## config.mk

```make
export PLATFORM = sky130hd
export DESIGN_NAME = adapter_overload_supervisor
export DESIGN_NICKNAME = d
export VERILOG_FILES = /design/src/design/overload_pkg.sv /design/src/design/adapter_overload_supervisor.sv
export VERILOG_INCLUDE_DIRS = /design/src /design/src/design
export SDC_FILE = /design/constraint.sdc
export NUM_CORES = 1
export LEC_CHECK = 0
export ABC_AREA = 0
export BUFFER_PORTS_ARGS = -buffer_cell sky130_fd_sc_hd__buf_2
export CORE_ASPECT_RATIO = 1.5
export CORE_UTILIZATION = 38
export CTS_CLUSTER_SIZE = 25
export DETAILED_ROUTE_END_ITERATION = 6
export SLEW_MARGIN = 10
export SYNTH_ARGS = -nofsm -noshare
export SYNTH_HDL_FRONTEND = slang
export SYNTH_SLANG_ARGS = --single-unit
```

## constraint.sdc

```tcl
create_clock -name clk -period 2.7 [get_ports clk]
set_input_delay 0.54 -clock clk [delete_from_list [all_inputs] [get_ports clk]]
set_output_delay 0.54 -clock clk [all_outputs]
set_load 0.005 [all_outputs]
```

## src/design/overload_defines.svh

```systemverilog
// Constants for the adapter overload supervisor
// How it works
// - Overload is tolerated for a 2.5 s grace period, and only overload lasting beyond it drops the backplane connections.
// - Once the block decides it is overloaded, it removes every network connection and enters the no-connections state.
// - In the no-connections state every connection request is answered with general status 0x0c.
// - While the overload state is active, the module status indicator flashes red.
// - In the no-connections state, explicit messages are still accepted and processed.
// - A module reset service received in the no-connections state makes the block leave that state.
// - The overload error is latched, and connections stay refused until a module reset service, even after the overload ends.
// - While overloaded the block holds one steady refused state and does not make and drop connections over and over.
`ifndef OVERLOAD_DEFINES_SVH
`define OVERLOAD_DEFINES_SVH
`define GRACE_MS 2500
`define CLK_KHZ 125000
`define GRACE_CYCLES (`GRACE_MS * `CLK_KHZ)
`define FLASH_MS 500
`define FLASH_CYCLES (`FLASH_MS * `CLK_KHZ)
`define STATUS_SUCCESS 8'h00
`define STATUS_OVERLOAD 8'h0c
`endif

```

## src/design/overload_pkg.sv

```systemverilog
// Types for the adapter overload supervisor
`default_nettype none
package overload_pkg;
    typedef enum logic [1:0] {
        st_normal = 2'b00,
        st_grace = 2'b01,
        st_locked = 2'b11
    } mode_t;
endpackage
`default_nettype wire
```

## src/design/adapter_overload_supervisor.sv

```systemverilog
// Overload supervisor: grace timer, latched no-connections state, refusal and indicator
`include "overload_defines.svh"
`default_nettype none
module adapter_overload_supervisor #(
    parameter int GRACE_CYCLES = `GRACE_CYCLES,
    parameter int FLASH_CYCLES = `FLASH_CYCLES
) (
    input wire logic clk,
    input wire logic nrst,
    input wire logic overload,
    input wire logic conn_req,
    input wire logic msg_valid,
    input wire logic msg_is_reset,
    output logic msg_ready,
    output logic msg_taken,
    output logic conn_ans_valid,
    output logic conn_granted,
    output logic [7:0] conn_status,
    output logic drop_all,
    output logic conn_allowed,
    output logic status_red,
    output logic status_green
);
    // ------------------------------------------------------------
    // State
    // ------------------------------------------------------------
    typedef struct packed {
        logic ov_s1;
        logic ov_s2;
        overload_pkg::mode_t mode;
        logic [31:0] grace_cnt;
        logic [31:0] flash_cnt;
        logic flash_on;
        logic ans_valid;
        logic granted;
        logic [7:0] status;
        logic drop;
        logic taken;
    } state_t;

    state_t s;
    state_t next_s;

    // A span of lim cycles ends when the count reaches lim - 1
    function automatic logic cnt_done(input logic [31:0] c, input int lim);
        cnt_done = (c >= 32'(lim - 1));
    endfunction

    always_comb
    begin
        next_s = s;
        // Overload is an outside level, so it is synchronised first
        next_s.ov_s1 = overload;
        next_s.ov_s2 = s.ov_s1;
        next_s.drop = 1'b0;
        next_s.ans_valid = 1'b0;
        next_s.taken = 1'b0;
        case (s.mode)
            overload_pkg::st_normal:
            begin
                next_s.grace_cnt = '0;
                if (s.ov_s2)
                begin
                    next_s.mode = overload_pkg::st_grace;
                end
            end
            overload_pkg::st_grace:
            begin
                // Any gap restarts the count, so only a continuous overload locks
                if (!s.ov_s2)
                begin
                    next_s.mode = overload_pkg::st_normal;
                    next_s.grace_cnt = '0;
                end
                else if (cnt_done(s.grace_cnt, GRACE_CYCLES))
                begin
                    next_s.mode = overload_pkg::st_locked;
                    next_s.drop = 1'b1;
                    next_s.flash_cnt = '0;
                    next_s.flash_on = 1'b1;
                end
                else
                begin
                    next_s.grace_cnt = s.grace_cnt + 32'h1;
                end
            end
            overload_pkg::st_locked:
            begin
                // Latched, so no second drop: only a reset service releases it
                if (cnt_done(s.flash_cnt, FLASH_CYCLES))
                begin
                    next_s.flash_cnt = '0;
                    next_s.flash_on = !s.flash_on;
                end
                else
                begin
                    next_s.flash_cnt = s.flash_cnt + 32'h1;
                end
                if (msg_valid && msg_is_reset)
                begin
                    next_s.mode = overload_pkg::st_normal;
                    next_s.grace_cnt = '0;
                end
            end
            default:
            begin
                next_s.mode = overload_pkg::st_normal;
            end
        endcase
        if (msg_valid)
        begin
            next_s.taken = 1'b1;
        end
        // A request is judged on the mode before this edge; one at lock entry is granted
        if (conn_req)
        begin
            next_s.ans_valid = 1'b1;
            if (s.mode == overload_pkg::st_locked)
            begin
                next_s.granted = 1'b0;
                next_s.status = `STATUS_OVERLOAD;
            end
            else
            begin
                next_s.granted = 1'b1;
                next_s.status = `STATUS_SUCCESS;
            end
        end
    end

    always_ff @(posedge clk or negedge nrst)
    begin
        if (!nrst)
        begin
            s <= '0;
        end
        else
        begin
            s <= next_s;
        end
    end

    // ------------------------------------------------------------
    // Outputs
    // ------------------------------------------------------------
    // Messages are never stalled, so a reset service always reaches the block
    assign msg_ready = 1'b1;
    assign msg_taken = s.taken;
    assign conn_ans_valid = s.ans_valid;
    assign conn_granted = s.granted;
    assign conn_status = s.status;
    assign drop_all = s.drop;
    assign conn_allowed = (s.mode != overload_pkg::st_locked);
    assign status_red = (s.mode == overload_pkg::st_locked) && s.flash_on;
    assign status_green = (s.mode != overload_pkg::st_locked);

    // ------------------------------------------------------------
    // Checks
    // ------------------------------------------------------------
    a_refuse_locked: assert property (@(posedge clk) disable iff (!nrst)
        (conn_req && s.mode == overload_pkg::st_locked) |=> (conn_ans_valid && !conn_granted
        && conn_status == 8'h0c))
        else $error("connection not refused with overload status");
    a_latch_holds: assert property (@(posedge clk) disable iff (!nrst)
        (s.mode == overload_pkg::st_locked && !(msg_valid && msg_is_reset))
        |=> s.mode == overload_pkg::st_locked)
        else $error("overload latch released without reset service");
    a_reset_leaves: assert property (@(posedge clk) disable iff (!nrst)
        (s.mode == overload_pkg::st_locked && msg_valid && msg_is_reset) |=> conn_allowed)
        else $error("reset service did not leave locked state");
    a_drop_on_lock: assert property (@(posedge clk) disable iff (!nrst)
        $rose(s.mode == overload_pkg::st_locked) |-> drop_all)
        else $error("lock without drop of connections");
    a_drop_once: assert property (@(posedge clk) disable iff (!nrst)
        drop_all |=> !drop_all)
        else $error("connections dropped repeatedly");
    a_grace_restart: assert property (@(posedge clk) disable iff (!nrst)
        (s.mode == overload_pkg::st_grace && !s.ov_s2) |=> s.grace_cnt == 32'h0)
        else $error("grace timer not restarted");
    a_msg_served: assert property (@(posedge clk) disable iff (!nrst)
        msg_valid |=> msg_taken)
        else $error("message not taken");
    a_red_only_lock: assert property (@(posedge clk) disable iff (!nrst)
        status_red |-> !conn_allowed)
        else $error("red indicator outside overload state");
    a_no_early_drop: assert property (@(posedge clk) disable iff (!nrst)
        drop_all |-> $past(s.grace_cnt) == 32'(GRACE_CYCLES - 1))
        else $error("drop before grace period ended");
    a_grace_counts: assert property (@(posedge clk) disable iff (!nrst)
        (s.mode == overload_pkg::st_grace && s.ov_s2 && s.grace_cnt < 32'(GRACE_CYCLES - 1))
        |=> (s.mode == overload_pkg::st_grace && s.grace_cnt == $past(s.grace_cnt) + 32'h1))
        else $error("grace timer did not advance under overload");
    a_lock_after_grace: assert property (@(posedge clk) disable iff (!nrst)
        $rose(s.mode == overload_pkg::st_locked)
        |-> $past(s.mode == overload_pkg::st_grace && s.ov_s2))
        else $error("locked without a grace period under overload");
    a_grant_free: assert property (@(posedge clk) disable iff (!nrst)
        (conn_req && s.mode != overload_pkg::st_locked) |=> (conn_ans_valid && conn_granted
        && conn_status == 8'h00))
        else $error("connection refused outside overload state");
    a_answer_paired: assert property (@(posedge clk) disable iff (!nrst)
        conn_ans_valid |-> $past(conn_req))
        else $error("connection answer without request");
    a_red_on_entry: assert property (@(posedge clk) disable iff (!nrst)
        $rose(s.mode == overload_pkg::st_locked) |-> status_red)
        else $error("red indicator not lit on overload");
    a_red_toggles: assert property (@(posedge clk) disable iff (!nrst)
        (s.mode == overload_pkg::st_locked && s.flash_cnt >= 32'(FLASH_CYCLES - 1)
        && !(msg_valid && msg_is_reset)) |=> status_red != $past(status_red))
        else $error("red indicator did not flash");
    a_red_steady: assert property (@(posedge clk) disable iff (!nrst)
        (s.mode == overload_pkg::st_locked && s.flash_cnt < 32'(FLASH_CYCLES - 1)
        && !(msg_valid && msg_is_reset)) |=> $stable(status_red))
        else $error("red indicator changed between flash steps");
    a_taken_pulse: assert property (@(posedge clk) disable iff (!nrst)
        !msg_valid |=> !msg_taken)
        else $error("message taken without a message");
    a_drop_from_grace: assert property (@(posedge clk) disable iff (!nrst)
        drop_all |-> $past(s.mode == overload_pkg::st_grace))
        else $error("connections dropped outside lock entry");
    a_grace_idle_zero: assert property (@(posedge clk) disable iff (!nrst)
        (s.mode == overload_pkg::st_normal) |=> s.grace_cnt == 32'h0)
        else $error("grace timer not cleared while idle");
endmodule
`default_nettype wire

```

# After elaboration in Yosys (flattened, before gate mapping)
# Cells that the tools add are included.
[classes]
add_sub_neg = 2
order_cmp = 2
eq_ne = 10
n_mux = 18
n_reduce_logical = 10
[ops]
columns = ["op", "n"]
rows = [
  ["$pmux W32 S3", 1],
  ["$mux W34", 2],
  ["$mux W33", 2],
  ["$pmux W33 S2", 1],
  ["$add A32 B1 Y32 const B", 2],
  ["$mux W32", 2],
  ["$ge A32 B26 Y1 const B", 1],
  ["$ge A32 B29 Y1 const B", 1],
  ["$ne A2 B2 Y1 const B", 6],
  ["$mux W10", 1],
  ["$mux W9", 1],
  ["$reduce_and A3 Y1", 3],
  ["$ne A3 B3 Y1 const B", 2],
  ["$pmux W2 S3", 1],
  ["$mux W1", 5],
  ["$mux W2", 2],
  ["$reduce_and A4 Y1", 1],
  ["$reduce_bool A3 Y1", 1],
  ["$eq A2 B1 Y1 const B", 1],
  ["$eq A2 B2 Y1 const B", 1],
  ["$logic_and A1 B1 Y1", 2],
  ["$logic_not A2 Y1", 1],
  ["$reduce_bool A2 Y1", 1],
  ["$logic_not A1 Y1", 1],
]
[totals]
regBits = 81

# Depth between registers and ports, before layout
# Gate-level depths: netlist of the first run.
[logic_depth]
word_depth = 4
ltp_mapped = 10
ltp_nobuf = 7

# Least setup slack after synthesis of the first run
# OpenSTA, ideal clock, no wires.
[synth_path]
kind = "reg-to-reg"
startpoint = "reg s[45] in the netlist's numbering"
endpoint = "reg s[67] in the netlist's numbering"
setup_time_ns = 0.077
arrival_time_ns = 2.226
t_required_ns = 2.623
setup_slack_ns = 0.397
path_stages_with_launch = 8
path_buffers = 1
period_less_slack_ns = 2.303
path_cell_list = "dfrtp_1 > ha_1 > inv_1 > or4_1 > buf_2 > or3_4 > or4_1 > a21oi_1"
[synth_via]
elab_chain_len = 4
elab_cells_between_ends = 7
classes_between = "1 x add/sub; 1 x order compare; 1 x eq/ne; 3 x mux; 1 x reduce/logical"
[synth_lines]
columns = ["item", "line", "source"]
rows = [
  ["from (decl)", "adapter_overload_supervisor.sv:41", "state_t s;"],
  ["from (signal assigned)", "adapter_overload_supervisor.sv:139", "s <= next_s;"],
  ["$add A32 B1 Y32", "adapter_overload_supervisor.sv:84", "next_s.grace_cnt = s.grace_cnt + 32'h1;"],
  ["$mux W32", "adapter_overload_supervisor.sv:75", "else if (cnt_done(s.grace_cnt, GRACE_CYCLES))"],
  ["$mux W34", "adapter_overload_supervisor.sv:70", "if (!s.ov_s2)"],
  ["$pmux W32 S3", "adapter_overload_supervisor.sv:58", "case (s.mode)"],
]
# Parallel ways exist; a longest one is shown, timed or not. The select of a mux whose other input is x is not followed.
# A chain may end at the register's enable or synchronous reset.

# Worst setup path in the final report of the first run
[layout_path]
startpoint = "reg s[48] in the netlist's numbering"
endpoint = "reg s[67] in the netlist's numbering"
# The elaborated chain is that of the path after synthesis.

==> results of run 1 <==
## final cells by class
| class | count | area share (%) |
|---|---|---|
| flip-flops and latches | 74 | 39.8 |
| repair buffers | 29 | 3.98 |
| clock inverters | 5 | 2.15 |
| well taps | 144 | 3.88 |
| inverters | 16 | 1.29 |
| multi-input cells | 339 | 43.4 |
| clock buffers | 11 | 5.44 |
## worst max-delay path: stages (launching register included)
cell      delay (ps)
dfrtp_1          410
and3_2           250
a2111o_1         480
a21oi_4          220
o211ai_1         270
buf_4            260
or4_1            460
a21oi_1          150
## per-stage QoR
stage / cells / setup slack [ps] / hold slack, ps
floorplan: 461 / 397 / 244
global placement: 602 / 173 / 369
detailed placement: 602 / 152 / 366
CTS: 618 / 128 / 302
global route: 618 / 11.8 / 301
finish: 618 / 118 / 308
## layer usage
metal  up-vias  track usage (%)  wire, um
met5         -                0         0
met4         0             9.41       238
met3        16             2.80       304
met2        67             33.4      5150
met1      1735             21.8      4160
li1       1691                -         -
## power groups by stage
stage	registers, mW	logic [mW]	clock network (mW)
6_report	1.14	0.0786	1.41
5_1_grt	1.14	0.0899	1.49
4_1_cts	1.14	0.0800	1.43
3_5_place_dp	1.16	0.0796	0
3_3_place_gp	1.16	0.0780	0
2_1_floorplan	1.16	0.0457	0
## registers in the layout, summed over array words and instances (netlist names)
signal / count
conn_granted: 1
msg_taken: 1
s: 68
conn_status: 1
drop_all: 1
next_s: 1
conn_ans_valid: 1
## cell families after synthesis
logic type      Yosys count  synth area share [%]
simple gates            201                  26.9
compound gates          125                  20.1
flops                    74                  45.1
buf+inv                  48                  6.19
mux                       4                  1.01
fa+ha+maj                 2                 0.609
other cells               2                 0.183
## path summary, 6_finish.rpt
check / start / endpoint / slack (ps)
hold / removal: overload / next_s[79] / 310
setup / recovery: s[48] / s[67] / 120
max in group asynchronous: nrst / s[63] / 1710
hold reg to reg: next_s[79] / s[79] / 380
setup reg to reg: s[48] / s[67] / 120
min in group asynchronous: nrst / s[24] / 340
## what timing repair did
| action | 4_1_cts | 5_1_grt |
|---|---|---|
| endpoints found under the setup margin | 0 | 1 |
| setup buffers | 0 | 0 |
| hold endpoints to repair | 0 | 0 |
## layout by cell type, fill, tap and decap left out, drive strengths merged, types with 15 or more instances in the layout
cell type,synthesis,final
a21oi,20,20
nor2,30,30
or3,17,17
a21o,16,16
nand2,38,38
and3,15,15
buf,19,29
nand3,22,22
o21ai,44,44
dfrtp,74,74
inv,16,16
nor3,17,17
==> impl_metrics.toml, run 1 <==
[finish]
final.fill_count = 1057
drive_gt1_share_pct = 13.1
fin_nets = 477
post-route-util_pct = 44.1
multi_input_area_um2 = 2020
final_area_um2 = 4650
synthToLayoutAreaGrowth_pct = 13.2
seqCellArea_um2 = 1850
antennaDiodeCount = 0

[floorplanning]
die_x_um = 86.9
initial_core_util_pct = 39.0
die_area_um2 = 11200
ios = 22
die_h_um = 129
rows = 46
core-area_um2 = 10500

[routing]
vias = 3509
ant_nets = 0
viasPerCell = 5.68
wl_per_cell_um = 15.9
firstDrtPassIters = 5
drt-total-wl_um = 9850
drcViolationCount = 0
dr.first_iter.drc_count = 159

[placement]
port-buffer-count = 14
place_congestion = 0.892
dp_hpwl_um = 6890
postPlaceCellArea_um2 = 4300

[sta]
fmax_ghz = 0.387
period_needed_ps = 2580
drv_slew = 0
hold_violations = 0
finClkSkew_ps = 4.01
finalCritPeriodShare_pct = 95.6
setup_viol = 0
tns_ps = 0
max_slew_margin_pct = 35.4
worst_pin_slew_ps = 969
rsz0062_at_grt = "no"

[clock_tree]
ctsHoldBuffers = 0
root_buffer = "clkbuf_16"
ctsResizeCount = 0
cts_buffer_depth = 2
insertion_delay_ps = 340
cts_max_level = 3
cts.sinks = 74
clk_pin_slew_ps = 60
cts_tree = "yes"
cts_made_buffers = 9

[logic_synthesis]
ys_seq_area_share_pct = 45.1
async_flop_share_pct = 100
synth_edf_count = 0
yosys_warnings = 0
synthMostInstantiatedCell = "dfrtp_1"
synth_area_leaders = "dfrtp_1, o21ai_0, nand2_1, a21o_1, nor2_1"
avgSynthCellArea_um2 = 9.00
synth_cells = 456
synth_seq_cells = 74
synth_top_area_share_pct = 45.1
synthTopCellsByCount = "dfrtp_1, o21ai_0, nand2_1"
synth_area_um2 = 4110
synth-main-ff-cell = "dfrtp_1"
synth_top_cell_by_area = "dfrtp_1"
ys_types = 67

[global_route]
antenna_found_initial = 0
grt_usage_pct = 18.8
grt_pass1_vias = 3447
grt_max_degree = 75
gr-total-overflow = 0
grt_pass1_wl_um = 16500

[critical_path]
critical_path_class = "flop to flop"
path_max_fanout = 8
worstPathRequired_ps = 2960
critPathLaunchType = "flop"
r2r_cells = 7
critPathArrivalTime_ps = 2840
endpoint_kind = "flop"

[power_and_ir_drop]
seqPwrFrac_pct = 43.3
switching_power_uw = 534
powerDensity_nw_per_um2 = 566
intPower_mw = 2.10
share_clk_of_total_power_pct = 53.7
peakVddDrop_mv = 0.251
p_comb_share_pct = 3.0
swShare_pct = 20.3
total_power_mw = 2.63
power_leakage_nw = 2.04

[run]
drv_cap = 0

[min_path]
whs_path_depth = 1
hold_path_class = "primary input to flop"

[outcome]
status = "complete, no violations"
(Power assumes the default switching activity.)
==> run 2: changes to the inputs <==
Settings changed: ABC_AREA 0 to 1, MAX_ROUTING_LAYER set to met4.
==> run 2 against run 1 <==
- wire length grew 21%
- utilization shrank 1.7 points
- register-to-register slack gained 320 ps
- clock skew grew 0.68 ps
- via count grew 22%
- clock power shrank 21%
- power shrank 11%
- combinational power shrank 1%
- worst hold slack gained 2.5 ps
- die area grew 15%
- sequential power is essentially flat
- critical path type unchanged
- highest routed layer unchanged
==> impl_metrics.toml, run 2 <==
[critical_path]
path_max_fanout = 26
slowest_delay_ps = 780
cp_num_buf_inv = 0
critPathLaunchType = "flop"
critical_path_class = "flop to flop"
critPathArrivalTime_ps = 2540
critical_path.top_delay_family = "simple AND/OR/NAND/NOR gates"
cp_slowest_cell = "and2_1"
endpoint_kind = "flop"
worstPathCellList = "ha_1 > nand2_1 > nor2_1 > nand2_1 > nand2_1 > nand2_1 > nand2_1 > nand2_1 > and2_1 > nand4_1 > nand2_1"
cp_common_cell = "nand2_1"
worstPathRequired_ps = 2980

[logic_synthesis]
synthTopCellsByCount = "nand2_1, nor2_1, dfrtp_1"
synth_cells = 699
synth_seq_cells = 74
synth_top_cell_by_area = "dfrtp_1"
synth_area_leaders = "dfrtp_1, nand2_1, nor2_1, nand3_1, inv_1"
synth_top_area_share_pct = 39.1
synth_area_um2 = 4740
synth-main-ff-cell = "dfrtp_1"
yosys_warnings = 0
synth_edf_count = 0
avgSynthCellArea_um2 = 6.78
ys_types = 32
synthMostInstantiatedCell = "nand2_1"
async_flop_share_pct = 100
ys_seq_area_share_pct = 39.1

[power_and_ir_drop]
power_leakage_nw = 2.43
share_clk_of_total_power_pct = 47.9
powerDensity_nw_per_um2 = 457
switching_power_uw = 570
swShare_pct = 24.3
p_comb_share_pct = 3.3
peakVddDrop_mv = 0.299
seqPwrFrac_pct = 48.8
intPower_mw = 1.78

[sta]
finalCritPeriodShare_pct = 83.6
fmax_ghz = 0.443
max_slew_margin_pct = 33.3
worst_pin_slew_ps = 1000
hold_violations = 0
setup_viol = 0
period_needed_ps = 2260
tns_ps = 0
fin_ws_ps = 442
drv_slew = 0
finClkSkew_ps = 4.69
rsz0062_at_grt = "no"

[floorplanning]
ios = 22
die_area_um2 = 12900
core-area_um2 = 12100
die_x_um = 93.2
die_h_um = 139
initial_core_util_pct = 39.2
rows = 49

[placement]
placedCellCount = 847
port-buffer-count = 14
postPlaceCellArea_um2 = 4860
dp_hpwl_um = 8640
place_ws_ps = 419
place_congestion = 0.941

[finish]
final_area_um2 = 5130
largest_register = "s"
antennaDiodeCount = 0
mostFrequentLayoutCell = "nand2_1"
final_cell_mix = "nand2_1, nor2_1, dfrtp_1"
final.fill_count = 1261
synthToLayoutAreaGrowth_pct = 8.29
instances_no_fill = 863
drive_gt1_share_pct = 8.73
post-route-util_pct = 42.5
largest_reg_flops = 68
fin_nets = 713

[routing]
vias = 4297
firstDrtPassIters = 4
viasPerCell = 4.98
wl_per_cell_um = 13.8
ant_nets = 0
drt-total-wl_um = 11900
drcViolationCount = 0
dr.first_iter.drc_count = 194

[clock_tree]
cts_buffer_depth = 2
clk_pin_slew_ps = 60
ctsHoldBuffers = 0
ctsResizeCount = 0
post_cts_buffers = 0
cts_tree = "yes"
root_buffer = "clkbuf_16"
cts_made_buffers = 9
insertion_delay_ps = 340
cts.sinks = 74
cts_max_level = 3

[global_route]
gr-total-overflow = 0
grt_pass1_vias = 4210
grt_usage_pct = 20.5
grt_max_degree = 75
antenna_found_initial = 0
grt_pass1_wl_um = 20200

[outcome]
status = "complete, no violations"

[min_path]
hold_path_class = "primary input to flop"

[run]
drv_cap = 0
[run 2: worst register-to-register path, delay by kind of cell, from the launching register on]
family / cells / cell delay [ps]
AND/OR/NAND/NOR: 10 / 1570
flip-flops: 1 / 400
adder cells (fa/ha/maj): 1 / 210
[run 2: final timing paths]
check	cells past startpoint	endpoint	slack (ps)	start
max	11	s[22]	440	s[13]
min	1	next_s[79]	310	overload
max reg2reg	11	s[22]	440	s[13]
min reg2reg	0	s[79]	350	next_s[79]
max in group asynchronous	1	s[66]	1740	nrst
min in group asynchronous	1	s[23]	360	nrst
[run 2: cell type report]
cell class                 instances  area, um^2  area share, %
multi-input combinational        543        2480           48.4
sequential                        74        1850           36.1
clock buffer                      10         229           4.46
inverter                          57         214           4.17
tap                              153         191           3.73
timing repair buffer              20         118           2.29
clock inverter                     6        42.5          0.829
[run 2: routing by layer]
| layer | vias up | routed length (um) | global-route usage [%] |
|---|---|---|---|
| met5 | - | 0 | - |
| met4 | 0 | 386 | 8.50 |
| met3 | 26 | 381 | 3.18 |
| met2 | 68 | 6300 | 36.3 |
| met1 | 1995 | 4880 | 22.4 |
| li1 | 2208 | - | - |
[run 2: through the flow]
| step | total power [mW] | hold WS (ps) |
|---|---|---|
| after floorplan | 1.21 | 244 |
| after global placement | 1.24 | 336 |
| after detailed placement | 1.25 | 335 |
| after CTS | 2.38 | 298 |
| after global routing | 2.44 | 307 |
| final | 2.35 | 310 |
[run 2: power groups by stage]
| stage | combinational [mW] | clock [mW] | sequential [mW] |
|---|---|---|---|
| 2_1_floorplan | 0.0478 | 0 | 1.16 |
| 3_3_place_gp | 0.0783 | 0 | 1.16 |
| 3_5_place_dp | 0.0812 | 0 | 1.16 |
| 4_1_cts | 0.0814 | 1.16 | 1.14 |
| 5_1_grt | 0.0920 | 1.20 | 1.15 |
| 6_report | 0.0778 | 1.12 | 1.14 |
[run 2: logic make-up after synthesis]
logic type	share of synthesized area, %
fa+ha+maj	0.528
other cells	0.159
buf+inv	8.87
flops	39.1
simple gates	41.2
xor+xnor	2.96
compound gates	7.21
==> run 3: changes to the inputs <==
Clock period 2.7 ns to 2.31 ns, I/O delays scaled along.
==> run 3 against run 2 <==
- critical path depth increased by 1
- critical path type unchanged
- register-to-register slack worse by 170 ps
- non-clock buffer count rose by 7
- via count increased by 1.9%
- maximum frequency increased by 11%
- clock skew grew 7.8 ps
- combinational power grew 32%
- critical endpoint is now s[63]
- global-route usage barely moved
- clock power rose by 37%
- count of clock-buffer cells in the layout stayed put
- first-iteration DRC count up 18%
==> impl_metrics.toml, run 3 (synthesis gave the netlist of run 2 again) <==
[finish]
synthToLayoutAreaGrowth_pct = 10.8
drive_gt1_share_pct = 9.62
mostFrequentLayoutCell = "nand2_1"
final_cell_mix = "nand2_1, nor2_1, dfrtp_1"
instances_no_fill = 870
fin_nets = 720
antennaDiodeCount = 0
final.fill_count = 1191
largest_reg_flops = 68
largest_register = "s"
post-route-util_pct = 43.4

[power_and_ir_drop]
seqPwrFrac_pct = 45.0
powerDensity_nw_per_um2 = 566
intPower_mw = 2.30
peakVddDrop_mv = 0.308
power_leakage_nw = 2.50
switching_power_uw = 665
total_power_mw = 2.97
p_comb_share_pct = 3.5
swShare_pct = 22.4
share_clk_of_total_power_pct = 51.5

[critical_path]
r2r_cells = 12
critPathArrivalTime_ps = 2250
cp-endpoint = "s[63]"
cp-startpoint = "s[54]"
critical_path_class = "flop to flop"
worstPathRequired_ps = 2510
r2r_end = "s[63]"
r2r_slack_ps = 270
endpoint_kind = "flop"
r2r_start = "s[54]"
path_max_fanout = 29
critPathLaunchType = "flop"

[routing]
met2_length_um = 6340
top_layer = "met4"
vias = 4377
drt-total-wl_um = 12000
ant_nets = 0
viasPerCell = 5.03
drcViolationCount = 0
firstDrtPassIters = 5
dr.first_iter.drc_count = 229
wl_per_cell_um = 13.8
wl_met1_um = 4960
wl_met3_um = 324

[global_route]
gr-total-overflow = 0
grt_max_degree = 32
grt_pass1_vias = 4300
grt_pass1_wl_um = 20200
grt_usage_pct = 20.4
antenna_found_initial = 0

[clock_tree]
insertion_delay_ps = 340
clk_pin_slew_ps = 60
cts.sinks = 74
post_cts_buffers = 0
cts_buffer_depth = 2
cts_tree = "yes"
cts_made_buffers = 9
cts_max_level = 3
root_buffer = "clkbuf_16"

[floorplanning]
rows = 49
ios = 22
initial_core_util_pct = 39.2
die_area_um2 = 12900
die_x_um = 93.2
die_h_um = 139
core-area_um2 = 12100

[sta]
tns_ps = 0
worst_pin_slew_ps = 565
drv_slew = 0
fmax_ghz = 0.490
rsz0062_at_grt = "no"
hold_violations = 0
finalCritPeriodShare_pct = 88.4
finClkSkew_ps = 12.5
period_needed_ps = 2040
setup_viol = 0
max_slew_margin_pct = 62.0

[placement]
placedCellCount = 854
place_congestion = 0.978
dp_hpwl_um = 8820
port-buffer-count = 14

[outcome]
status = "complete, no violations"

[min_path]
hold_path_class = "primary input to async pin"

[run]
drv_cap = 0
run 3: worst min-delay path by stage:
stage                      to  startpoint  slack (ps)  cells past startpoint
2_1_floorplan  conn_ans_valid        nrst         170                      0
5_1_grt        conn_ans_valid        nrst          80                      1
3_5_place_dp            s[79]  next_s[79]         350                      0
4_1_cts                 s[19]        nrst          70                      1
6_report                s[18]        nrst          60                      1
3_3_place_gp            s[79]  next_s[79]         330                      0
run 3: layout make-up:
type | instances | area (um^2) | area share, %
clock inverters | 6 | 90.1 | 1.72
flip-flops and latches | 74 | 1850 | 35.3
well taps | 153 | 191 | 3.65
repair buffers | 27 | 183 | 3.48
inverters | 57 | 214 | 4.08
clock buffers | 10 | 229 | 4.36
multi-input cells | 543 | 2490 | 47.4
run 3: power by group through the flow:
| stage | Clock (mW) | Combinational (mW) | Sequential [mW] |
|---|---|---|---|
| floorplan | 0 | 0.0559 | 1.36 |
| global placement | 0 | 0.101 | 1.36 |
| detailed placement | 0 | 0.105 | 1.36 |
| CTS | 1.56 | 0.105 | 1.34 |
| global route | 1.63 | 0.121 | 1.34 |
| finish | 1.53 | 0.103 | 1.34 |
run 3: worst max-delay path, cell delays in order, from the launching register on:
cell	delay [ps]
dfrtp_1	440
nand2_1	120
inv_1	60
nand2_1	40
nor2_1	210
nand2_1	90
nand2_1	70
nand2_1	80
nand2_1	90
nand2_2	110
nand2_2	100
buf_4	320
o21ai_0	160
run 3: through the flow:
step,setup WS (ps),cell area (um^2),hold WS (ps)
floorplan,513,4760,166
global placement,368,4920,334
detailed placement,318,4920,347
CTS,292,5240,67.6
global route,45.6,5250,82.2
finish,267,5250,64.7
run 3: routing by layer:
layer,vias up,GRT usage [%]
met5,-,-
met3,18,2.91
li1,2228,-
met2,71,35.3
met4,0,10.0
met1,2060,22.7
run 3: timing repair:
item	4_1_cts	5_1_grt
hold buffers	0	0
resized for setup	0	1
endpoints found under the setup margin	0	2
